==> config.mk <==
export PLATFORM = sky130hd
export DESIGN_NAME = irq_vector_ctrl
export DESIGN_NICKNAME = d
export VERILOG_FILES = /design/src/hdl/irq_pkg.sv /design/src/hdl/ext_edge_detect.sv /design/src/hdl/irq_vector_ctrl.sv /design/src/hdl/qphase_gen.sv
export SDC_FILE = /design/constraint.sdc
export NUM_CORES = 1
export LEC_CHECK = 0
export BUFFER_PORTS_ARGS = -buffer_cell sky130_fd_sc_hd__buf_4
export CORE_MARGIN = 3
export CORE_UTILIZATION = 52
export CTS_BUF_LIST = sky130_fd_sc_hd__clkbuf_16
export CTS_CLUSTER_DIAMETER = 100
export DETAILED_ROUTE_END_ITERATION = 10
export PLACE_DENSITY = 0.8
export SLEW_MARGIN = 20
export SYNTH_ARGS = -nofsm -noshare
export SYNTH_HDL_FRONTEND = slang
export SYNTH_HIERARCHICAL = 1
export SYNTH_SLANG_ARGS = --single-unit
==> constraint.sdc <==
create_clock -name ref_clk_in -period 2.1 [get_ports ref_clk_in]
set_clock_uncertainty 0.05 [all_clocks]
set_input_delay 0 -clock ref_clk_in [delete_from_list [all_inputs] [get_ports ref_clk_in]]
set_output_delay 0 -clock ref_clk_in [all_outputs]
set_load 0.01 [all_outputs]
==> src/hdl/irq_pkg.sv <==
package irq_pkg;
	localparam int ADDR_W = 13;
	// Register indices; byte address is four times the index
	localparam logic [ADDR_W-1:0] IDX_INTCTL = 13'h000b;
	localparam logic [ADDR_W-1:0] IDX_EN0 = 13'h0716;
	localparam logic [ADDR_W-1:0] IDX_EN1 = 13'h0717;
	localparam logic [ADDR_W-1:0] IDX_REQ0 = 13'h070c;
	localparam logic [ADDR_W-1:0] IDX_REQ1 = 13'h070d;
	localparam logic [ADDR_W-1:0] IDX_PINSEL = 13'h1f70;
	localparam logic [ADDR_W-1:0] IDX_SHADOW = 13'h1fe4;
	localparam int SHADOW_N = 8;
	localparam int SH_WORKING_REG = 0;
	localparam int SH_STATUS = 1;
	localparam int SH_BSR = 2;
	localparam int SH_FSR0L = 3;
	localparam int SH_FSR0H = 4;
	localparam int SH_FSR1L = 5;
	localparam int SH_FSR1H = 6;
	localparam int SH_PC_LATCH_HIGH = 7;
	localparam int GIE_BIT = 7;
	localparam int PERIPHERAL_GROUP_ENABLE_BIT = 6;
	localparam int EDGE_BIT = 0;
	localparam int T0_BIT = 5;
	localparam int IOC_BIT = 4;
	localparam int EXT_BIT = 0;
	localparam logic [7:0] INTCTL_MASK = 8'hc1;
	localparam logic [7:0] EN0_MASK = 8'h31;
	localparam logic [7:0] REQ0_WMASK = 8'h21;
	localparam logic [7:0] STATUS_KEEP = 8'h18;
	localparam logic [7:0] RST_BYTE = 8'h00;
	localparam logic [14:0] VECTOR_ADDR = 15'h0004;
	localparam logic [1:0] PH_Q1 = 2'h0;
	localparam logic [1:0] PH_LAST = 2'h3;
	typedef enum logic [2:0] {
		S_RUN = 3'b001,
		S_SLEEP = 3'b010,
		S_POSTWAKE = 3'b100
	} run_state_t;
endpackage : irq_pkg

==> src/hdl/ext_edge_detect.sv <==
`timescale 1ns/1ps
`default_nettype none
module ext_edge_detect #(
	parameter int PINS = 8
) (
	input wire logic ref_clk_in,
	input wire logic rst_n_in,
	input wire logic [PINS-1:0] pins_in,
	input wire logic [7:0] pin_sel_in,
	input wire logic edge_sel_in,
	output logic edge_out
);
	logic lvl_q, lvl_d, edge_d;
	// Unknown selections read as a quiet low pin
	always_comb begin
		lvl_d = (pin_sel_in < 8'(PINS)) ? pins_in[pin_sel_in[$clog2(PINS)-1:0]] : 1'b0; // RULE16
		edge_d = edge_sel_in ? (lvl_d & ~lvl_q) : (~lvl_d & lvl_q); // RULE14
	end
	always_ff @(posedge ref_clk_in or negedge rst_n_in) begin
		if (!rst_n_in) begin
			lvl_q <= 1'b0;
			edge_out <= 1'b0;
		end else begin
			lvl_q <= lvl_d;
			edge_out <= edge_d;
		end
	end
endmodule : ext_edge_detect
`default_nettype wire

==> src/hdl/irq_vector_ctrl.sv <==
// Functional notes
// RULE1: Any reset leaves global enable clear, so nothing vectors.
// RULE2: Vector needs global, individual and, for registers 1-2, group enable.
// RULE3: Register-0 sources ignore the group enable.
// RULE4: Request flags set on events whatever the enables.
// RULE5: On accept: flush, clear global enable, push PC, save context, load vector.
// RULE6: In the service routine events set flags but never vector.
// RULE7: Return pops, restores context and sets global enable.
// RULE8: Requests pending while disabled are served once global enable sets.
// RULE9: Firmware clears serviced flags before returning.
// RULE10: Requests sampled once per instruction cycle, at the first phase.
// RULE11: Latency 3-5 cycles asynchronous, 3-4 synchronous.
// RULE12: Firmware sets enables before sleep; only clockless sources wake.
// RULE13: After wake run next instruction, then vector if global enable set.
// RULE14: External pin is edge triggered, edge select 1 rising, 0 falling.
// RULE15: Valid pin edge sets its flag and vectors when enabled.
// RULE16: External input taken from the pin chosen by pin select.
// RULE17: Shadow working, status, bank, file select, pc latch; restore on return.
// RULE18: Shadows readable and writable in bank 63, written value restored.
// RULE19: Control register: global bit 7, group bit 6, edge select bit 0.
// RULE20: Enable register 0: timer0 bit 5, change bit 4, pin bit 0.
// RULE21: Enable register 1 holds eight peripheral enables, reset 0.
// RULE22: Firmware clears a flag before enabling its source.
// RULE23: Change summary flag is OR of all per-pin change flags.
// RULE24: Core request is OR of flag and enable, gated by group and global; the code ANDs each flag with its enable, then ORs the results.
// RULE25: Writing zero clears a flag; hardware set beats clear.
`timescale 1ns/1ps
`default_nettype none
module irq_vector_ctrl #(
	parameter int EXT_PINS = 8,
	parameter int IOC_N = 8
) (
	input wire logic ref_clk_in,
	input wire logic rst_n_in,
	input wire logic [irq_pkg::ADDR_W-1:0] avs_address_in,
	input wire logic avs_read_in,
	input wire logic avs_write_in,
	input wire logic [3:0] avs_byteenable_in,
	input wire logic [31:0] avs_writedata_in,
	output logic [31:0] avs_readdata_out,
	output logic avs_waitrequest_out,
	input wire logic [EXT_PINS-1:0] ext_pins_in,
	input wire logic tmr0_evt_in,
	input wire logic [IOC_N-1:0] ioc_flags_in,
	input wire logic [7:0] periph_evt_in,
	input wire logic sleep_enter_in,
	input wire logic return_from_interrupt_in,
	input wire logic [7:0] ctx_working_reg_in,
	input wire logic [7:0] ctx_status_in,
	input wire logic [7:0] ctx_bsr_in,
	input wire logic [7:0] ctx_fsr0l_in,
	input wire logic [7:0] ctx_fsr0h_in,
	input wire logic [7:0] ctx_fsr1l_in,
	input wire logic [7:0] ctx_fsr1h_in,
	input wire logic [7:0] ctx_pc_latch_high_in,
	output logic vector_take_out,
	output logic [14:0] vector_addr_out,
	output logic wake_out,
	output logic restore_take_out,
	output logic [7:0] restore_working_reg_out,
	output logic [7:0] restore_status_out,
	output logic [7:0] restore_bsr_out,
	output logic [7:0] restore_fsr0l_out,
	output logic [7:0] restore_fsr0h_out,
	output logic [7:0] restore_fsr1l_out,
	output logic [7:0] restore_fsr1h_out,
	output logic [7:0] restore_pc_latch_high_out
);
	localparam int SHADOW_N = irq_pkg::SHADOW_N;
	logic q1;
	logic ext_edge;
	logic [7:0] intctl_q, intctl_d;
	logic [7:0] en0_q, en0_d;
	logic [7:0] en1_q, en1_d;
	logic [7:0] req0_q, req0_d;
	logic [7:0] req1_q, req1_d;
	logic [7:0] pinsel_q, pinsel_d;
	logic [7:0] shadow_q [SHADOW_N];
	logic [7:0] shadow_d [SHADOW_N];
	logic [7:0] ctx [SHADOW_N];
	irq_pkg::run_state_t st_q, st_d;
	logic wait_q, wait_d;
	logic [31:0] rdata_q, rdata_d;
	logic take_q, take_d;
	logic wake_q, wake_d;
	logic rest_q, rest_d;
	logic [7:0] rest_val_q [SHADOW_N];
	logic [7:0] rest_val_d [SHADOW_N];
	logic wr_en, rd_en;
	logic pend0, pend1, req_any;
	logic global_irq_enable, peripheral_group_enable;

	qphase_gen u_qphase (
		.ref_clk_in(ref_clk_in),
		.rst_n_in(rst_n_in),
		.q1_out(q1)
	);

	ext_edge_detect #(.PINS(EXT_PINS)) u_edge (
		.ref_clk_in(ref_clk_in),
		.rst_n_in(rst_n_in),
		.pins_in(ext_pins_in),
		.pin_sel_in(pinsel_q),
		.edge_sel_in(intctl_q[irq_pkg::EDGE_BIT]),
		.edge_out(ext_edge)
	);

	assign ctx[irq_pkg::SH_WORKING_REG] = ctx_working_reg_in;
	assign ctx[irq_pkg::SH_STATUS] = ctx_status_in;
	assign ctx[irq_pkg::SH_BSR] = ctx_bsr_in;
	assign ctx[irq_pkg::SH_FSR0L] = ctx_fsr0l_in;
	assign ctx[irq_pkg::SH_FSR0H] = ctx_fsr0h_in;
	assign ctx[irq_pkg::SH_FSR1L] = ctx_fsr1l_in;
	assign ctx[irq_pkg::SH_FSR1H] = ctx_fsr1h_in;
	assign ctx[irq_pkg::SH_PC_LATCH_HIGH] = ctx_pc_latch_high_in;

	assign global_irq_enable = intctl_q[irq_pkg::GIE_BIT];
	assign peripheral_group_enable = intctl_q[irq_pkg::PERIPHERAL_GROUP_ENABLE_BIT];
	// Access completes on the cycle waitrequest is low
	assign wr_en = avs_write_in && !wait_q && avs_byteenable_in[0];
	assign rd_en = avs_read_in && wait_q;

	// Request gating toward the core
	always_comb begin
		pend0 = |(req0_q & en0_q & irq_pkg::EN0_MASK); // RULE3
		pend1 = peripheral_group_enable && (|(req1_q & en1_q)); // RULE2
		req_any = pend0 || pend1; // RULE24
	end

	// Bus slave: one wait cycle, then answer
	always_comb begin
		wait_d = !((avs_read_in || avs_write_in) && wait_q);
		rdata_d = rdata_q;
		if (rd_en) begin
			rdata_d = 32'h0000_0000;
			case (avs_address_in)
				irq_pkg::IDX_INTCTL: rdata_d[7:0] = intctl_q;
				irq_pkg::IDX_EN0: rdata_d[7:0] = en0_q;
				irq_pkg::IDX_EN1: rdata_d[7:0] = en1_q;
				irq_pkg::IDX_REQ0: rdata_d[7:0] = req0_q;
				irq_pkg::IDX_REQ1: rdata_d[7:0] = req1_q;
				irq_pkg::IDX_PINSEL: rdata_d[7:0] = pinsel_q;
				default: begin
					for (int i = 0; i < SHADOW_N; i++) begin
						if (avs_address_in == irq_pkg::IDX_SHADOW + 13'(i)) begin
							rdata_d[7:0] = shadow_q[i]; // RULE18
						end
					end
				end
			endcase
		end
	end

	// Control, enables, flags
	always_comb begin
		intctl_d = intctl_q;
		en0_d = en0_q;
		en1_d = en1_q;
		req0_d = req0_q;
		req1_d = req1_q;
		pinsel_d = pinsel_q;
		if (wr_en) begin
			case (avs_address_in)
				irq_pkg::IDX_INTCTL: intctl_d = avs_writedata_in[7:0] & irq_pkg::INTCTL_MASK; // RULE19
				irq_pkg::IDX_EN0: en0_d = avs_writedata_in[7:0] & irq_pkg::EN0_MASK; // RULE20
				irq_pkg::IDX_EN1: en1_d = avs_writedata_in[7:0]; // RULE21
				irq_pkg::IDX_REQ0: req0_d = avs_writedata_in[7:0] & irq_pkg::REQ0_WMASK; // RULE25
				irq_pkg::IDX_REQ1: req1_d = avs_writedata_in[7:0]; // RULE25
				irq_pkg::IDX_PINSEL: pinsel_d = avs_writedata_in[7:0]; // RULE16
				default: ;
			endcase
		end
		// Hardware sets applied last so they beat a same-cycle clear
		req0_d[irq_pkg::T0_BIT] = req0_d[irq_pkg::T0_BIT] | tmr0_evt_in; // RULE4
		req0_d[irq_pkg::EXT_BIT] = req0_d[irq_pkg::EXT_BIT] | ext_edge; // RULE15
		// Summary is not software writable; it tracks the per-pin flags
		req0_d[irq_pkg::IOC_BIT] = |ioc_flags_in; // RULE23
		req1_d = req1_d | periph_evt_in; // RULE4
		if (return_from_interrupt_in) begin
			intctl_d[irq_pkg::GIE_BIT] = 1'b1; // RULE7
		end
		if (take_d) begin
			intctl_d[irq_pkg::GIE_BIT] = 1'b0; // RULE5
		end
	end

	// Vectoring, sleep and wake sequencing
	always_comb begin
		st_d = st_q;
		take_d = 1'b0;
		wake_d = 1'b0;
		case (st_q)
			irq_pkg::S_RUN: begin
				// Sampled at the first phase only; gie low blocks it
				if (sleep_enter_in) begin
					st_d = irq_pkg::S_SLEEP;
				end else if (q1 && global_irq_enable && req_any) begin // RULE6 RULE10
					take_d = 1'b1; // RULE8
				end
			end
			irq_pkg::S_SLEEP: begin
				// Enables alone wake; gie only decides the later branch
				if (pend0 || pend1) begin
					wake_d = 1'b1;
					st_d = irq_pkg::S_POSTWAKE;
				end
			end
			irq_pkg::S_POSTWAKE: begin
				// Holds off one instruction so the one after sleep runs
				if (q1) begin
					st_d = irq_pkg::S_RUN; // RULE13
				end
			end
			default: st_d = irq_pkg::S_RUN;
		endcase
	end

	// Shadow capture, software update and restore
	always_comb begin
		rest_d = return_from_interrupt_in;
		for (int i = 0; i < SHADOW_N; i++) begin
			shadow_d[i] = shadow_q[i];
			rest_val_d[i] = rest_val_q[i];
			if (take_d) begin
				shadow_d[i] = ctx[i]; // RULE17
			end else if (wr_en && avs_address_in == irq_pkg::IDX_SHADOW + 13'(i)) begin
				shadow_d[i] = avs_writedata_in[7:0]; // RULE18
			end
			if (return_from_interrupt_in) begin
				rest_val_d[i] = shadow_q[i]; // RULE7
			end
		end
		// Time-out and power-down stay live, never restored
		if (return_from_interrupt_in) begin
			rest_val_d[irq_pkg::SH_STATUS] = (shadow_q[irq_pkg::SH_STATUS] & ~irq_pkg::STATUS_KEEP)
				| (ctx_status_in & irq_pkg::STATUS_KEEP); // RULE17
		end
	end

	always_ff @(posedge ref_clk_in or negedge rst_n_in) begin
		if (!rst_n_in) begin
			intctl_q <= irq_pkg::RST_BYTE; // RULE1
			en0_q <= irq_pkg::RST_BYTE;
			en1_q <= irq_pkg::RST_BYTE; // RULE21
			req0_q <= irq_pkg::RST_BYTE;
			req1_q <= irq_pkg::RST_BYTE;
			pinsel_q <= irq_pkg::RST_BYTE;
			st_q <= irq_pkg::S_RUN;
			wait_q <= 1'b1;
			rdata_q <= 32'h0000_0000;
			take_q <= 1'b0;
			wake_q <= 1'b0;
			rest_q <= 1'b0;
			for (int i = 0; i < SHADOW_N; i++) begin
				shadow_q[i] <= irq_pkg::RST_BYTE;
				rest_val_q[i] <= irq_pkg::RST_BYTE;
			end
		end else begin
			intctl_q <= intctl_d;
			en0_q <= en0_d;
			en1_q <= en1_d;
			req0_q <= req0_d;
			req1_q <= req1_d;
			pinsel_q <= pinsel_d;
			st_q <= st_d;
			wait_q <= wait_d;
			rdata_q <= rdata_d;
			take_q <= take_d;
			wake_q <= wake_d;
			rest_q <= rest_d;
			for (int i = 0; i < SHADOW_N; i++) begin
				shadow_q[i] <= shadow_d[i];
				rest_val_q[i] <= rest_val_d[i];
			end
		end
	end

	// Core flushes, pushes PC and jumps; its pipeline adds the latency
	assign vector_take_out = take_q; // RULE5
	assign vector_addr_out = irq_pkg::VECTOR_ADDR; // RULE11
	assign wake_out = wake_q;
	assign restore_take_out = rest_q;
	assign avs_waitrequest_out = wait_q;
	assign avs_readdata_out = rdata_q;
	assign restore_working_reg_out = rest_val_q[irq_pkg::SH_WORKING_REG];
	assign restore_status_out = rest_val_q[irq_pkg::SH_STATUS];
	assign restore_bsr_out = rest_val_q[irq_pkg::SH_BSR];
	assign restore_fsr0l_out = rest_val_q[irq_pkg::SH_FSR0L];
	assign restore_fsr0h_out = rest_val_q[irq_pkg::SH_FSR0H];
	assign restore_fsr1l_out = rest_val_q[irq_pkg::SH_FSR1L];
	assign restore_fsr1h_out = rest_val_q[irq_pkg::SH_FSR1H];
	assign restore_pc_latch_high_out = rest_val_q[irq_pkg::SH_PC_LATCH_HIGH];
endmodule : irq_vector_ctrl
`default_nettype wire

==> src/hdl/qphase_gen.sv <==
`timescale 1ns/1ps
`default_nettype none
module qphase_gen (
	input wire logic ref_clk_in,
	input wire logic rst_n_in,
	output logic q1_out
);
	logic [1:0] ph_q, ph_d;
	logic q1_d;
	// Four clocks make one instruction cycle
	always_comb begin
		ph_d = (ph_q == irq_pkg::PH_LAST) ? irq_pkg::PH_Q1 : ph_q + 2'h1;
		q1_d = (ph_d == irq_pkg::PH_Q1);
	end
	always_ff @(posedge ref_clk_in or negedge rst_n_in) begin
		if (!rst_n_in) begin
			ph_q <= irq_pkg::PH_LAST;
			q1_out <= 1'b0;
		end else begin
			ph_q <= ph_d;
			q1_out <= q1_d;
		end
	end
endmodule : qphase_gen
`default_nettype wire

==> run_results.csv <==
group,metric,value,unit
run_status,status,"complete, but fails checks",
run_status,violations,"setup timing",
global_routing,first_global_vias,7938,
power,p_int,5.67,mW
global_routing,grt_pass1_wl,44400,um
routing,post_drt_wl_per_cell,22.7,um
clock_network,htreeDepth,4,
power,p_total,7.60,mW
critical_path,cp_max_fo,8,
clock_network,clk_latency,0.44,ns
routing,wl_met2,15000,um
layout,nFillCells,1046,
yosys,synth_area_per_cell,11.6,um^2
layout,fin_nets,1238,
critical_path,critPathLaunchType,"flip-flop",
place,dp_slack,0.0873,ns
flow_run,max_cap_viol_count,0,
place,gp_congestion,0.914,
routing,top_layer_used,"met4",
routing,vias_per_cell,5.88,
power,p_leak,6.19,nW
floorplan,pin_count,259,
critical_path,path_cells,"a22oi_1 > a41oi_2 > o211ai_1 > clkbuf_16 > buf_12 > clkbuf_16 > nor2_2 > a21oi_1",
layout,multi_input_area,4240,um^2
yosys,synthArstFlopShare,100,%
clock_network,clk_pin_slew,0.06,ns
critical_path,crit_required,2.40,ns
yosys,syn_inst,786,
yosys,synth_edf_count,0,
routing,postRouteAntennaNets,0,
power,p_switching,1.93,mW
yosys,synth-seq-area-share,49.9,%
place,dp_hpwl,19100,um
power,power_frac_seq,48.4,%
global_routing,track_usage,29.6,%
critical_path,cp_top_family,"compound AO/OA/AOI/OAI gates",
critical_path,path_buf_inv,3,
sta,hold_ws,0.0465,ns
clock_network,cts_root_buf,"clkbuf_16",
layout,regArea,4530,um^2
global_routing,antenna_found_initial,0,
routing,drtIter0Drc,613,
floorplan,dieArea,19100,um^2
yosys,synth_seq_cells,181,
floorplan,fp.coreArea,16800,um^2
sta,fin_crit,2.14,ns
clock_network,cts_buffers,17,
global_routing,grt_overflow,0,
routing,vias,7789,
floorplan,initial_core_util,54.1,%
sta,finalCritPeriodShare,102,%
layout,area_growth,39.8,%
layout,top_register,"shadow_q",
routing,drc_errors,0,
power,p_sw_share,25.4,%
clock_network,cts_tree,"built",
routing,wl,30000,um
floorplan,die_w,138,um
sta,rsz0062_at_grt,"true",
clock_network,clockBufferDepth,2,
routing,route.met3.wl,2350,um
critical_path,critical_path_class,"reg2reg",
sta,finalHoldViolCount,0,
place,numPortBuffers,192,
floorplan,rows,47,
yosys,yosysUniqueCellTypes,69,
global_routing,grt_start_max_net_pins,67,
yosys,ys_warn_count,6,
hold_path,min_path_type,"in2reg",
sta,setup_viol,23,
critical_path,cp.arrival,2.45,ns
critical_path,end_kind,"flip-flop",
power,p_clk_share,39.3,%
power,comb_power_share,12.3,%
power,powerDensity,598,nW/um^2
floorplan,die_y,138,um
yosys,ys.flop_type,"dfrtp_1",
clock_network,clkSinkCount,181,
routing,met1_length,11500,um
sta,slew_headroom,57.7,%
routing,first_pass_iters,5,
sta,worstMarginPinSlew,0.635,ns
yosys,syn_area,9090,um^2
layout,drive_gt1_share,38.5,%
sta,slew_viol_final,0,
sta,setup_slack,-0.0427,ns
critical_path,critPathSlowestCell,"dfrtp_1",
critical_path,crit_path_frequent_cell,"clkbuf_16",
critical_path,critPathMaxStageDelay,0.42,ns
sta,fmax,467,MHz
layout,largest_reg_flops,64,
power,ir_drop,0.000679,V
layout,diodes,0,
[what timing repair did]
action	CTS	global route
buffers inserted	0	6
gates resized for setup	0	33
hold buffers	91	0
endpoints found under the setup margin	0	25
hold endpoints to repair	166	0
[per-layer routing]
layer | GRT usage, % | vias up
met4 | 11.8 | 0
met1 | 36.5 | 3906
met2 | 50.5 | 396
li1 | - | 3395
met3 | 7.18 | 92
met5 | 0 | -
[cell families after synthesis]
| family | count (synthesis) | synth area share, % |
|---|---|---|
| mux | 174 | 21.7 |
| other cells | 2 | 0.0826 |
| flops | 181 | 49.9 |
| buf+inv | 97 | 6.11 |
| compound gates | 145 | 10.4 |
| simple gates | 185 | 11.6 |
| fa+ha+maj | 2 | 0.275 |
[metrics by stage]
| step | TNS [ns] | instance area (um^2) | cells | utilization (%) |
|---|---|---|---|---|
| 3_5_place_dp | 0 | 10900 | 1189 | 65.0 |
| 4_1_cts | 0 | 12400 | 1312 | 73.6 |
| 3_3_place_gp | 0 | 10900 | 1189 | 65.0 |
| 2_1_floorplan | 0 | 9230 | 823 | - |
| 5_1_grt | -3.77 | 12700 | 1325 | 75.6 |
| 6_report | -0.309 | 12700 | 1325 | 75.6 |
[synthesized netlist by cell type (all sizes together), types with 8 or more instances]
master | number | share of area, %
mux2 | 89 | 11
nand2b | 8 | 0.55
dfrtp | 177 | 49
and2 | 8 | 0.55
clkbuf | 30 | 1.3
nor3 | 9 | 0.87
and3 | 17 | 1.2
mux2i | 78 | 8.6
a211o | 10 | 0.96
a21oi | 74 | 4.1
buf | 61 | 4.6
nand2 | 16 | 0.83
a22oi | 14 | 1.2
nor2 | 84 | 3.5
[worst register-to-register path, stage by stage (launching register included)]
cell       delay (ns)
dfrtp_1          0.42
a22oi_1          0.30
a41oi_2          0.21
o211ai_1         0.38
clkbuf_16        0.24
buf_12           0.16
clkbuf_16        0.17
nor2_2           0.04
a21oi_1          0.12
[cell usage in the layout, fill, tap and decap left out, types with 4 or more instances in the layout]
cell,count
a21oi_2,12
o221ai_1,4
conb_1,39
mux2i_1,78
nor2_1,70
and2_1,8
a21oi_1,62
nor2_2,13
mux2_2,80
clkbuf_16,24
clkinvlp_4,5
nand2_1,14
o22ai_1,4
nor2b_1,5
buf_12,14
dlygate4sd3_1,91
mux4_2,7
dfstp_2,4
a22oi_1,13
nor3_1,6
a221o_1,5
nand2b_1,8
mux2_4,8
a211o_1,10
nand3_1,4
and3_1,15
nor4_1,5
o21ai_0,7
buf_4,226
dfrtp_1,177
inv_1,8
and4_1,5
[area by class of cell]
type	count	share of cell area, %
flip-flops and latches	181	35.7
multi-input cells	545	33.3
repair buffers	341	24.4
clock buffers	17	3.35
well taps	220	2.17
clock inverters	15	0.925
inverters	6	0.177
[final timing paths]
check | start | to | slack, ns | cells after the start
hold / removal | ext_pins_in[1] | u_edge/lvl_q | 0.05 | 4
min in group asynchronous | rst_n_in | pinsel_q[3] | 0.09 | 2
max in group asynchronous | rst_n_in | u_qphase/ph_q[1] | 1.11 | 3
setup reg to reg | req1_q[3] | shadow_q[24] | -0.04 | 8
setup / recovery | req1_q[3] | shadow_q[24] | -0.04 | 8
hold reg to reg | u_edge/edge_out | req0_q[0] | 0.45 | 1
[power by group through the flow]
stage | sequential (mW) | clock [mW] | combinational, mW
after floorplan | 3.73 | 0 | 0.365
after global placement | 3.73 | 0 | 0.760
after detailed placement | 3.74 | 0 | 0.769
after CTS | 3.67 | 3.00 | 0.911
after global routing | 3.68 | 3.16 | 0.998
final | 3.68 | 2.99 | 0.932
(Power assumes the default switching activity.)
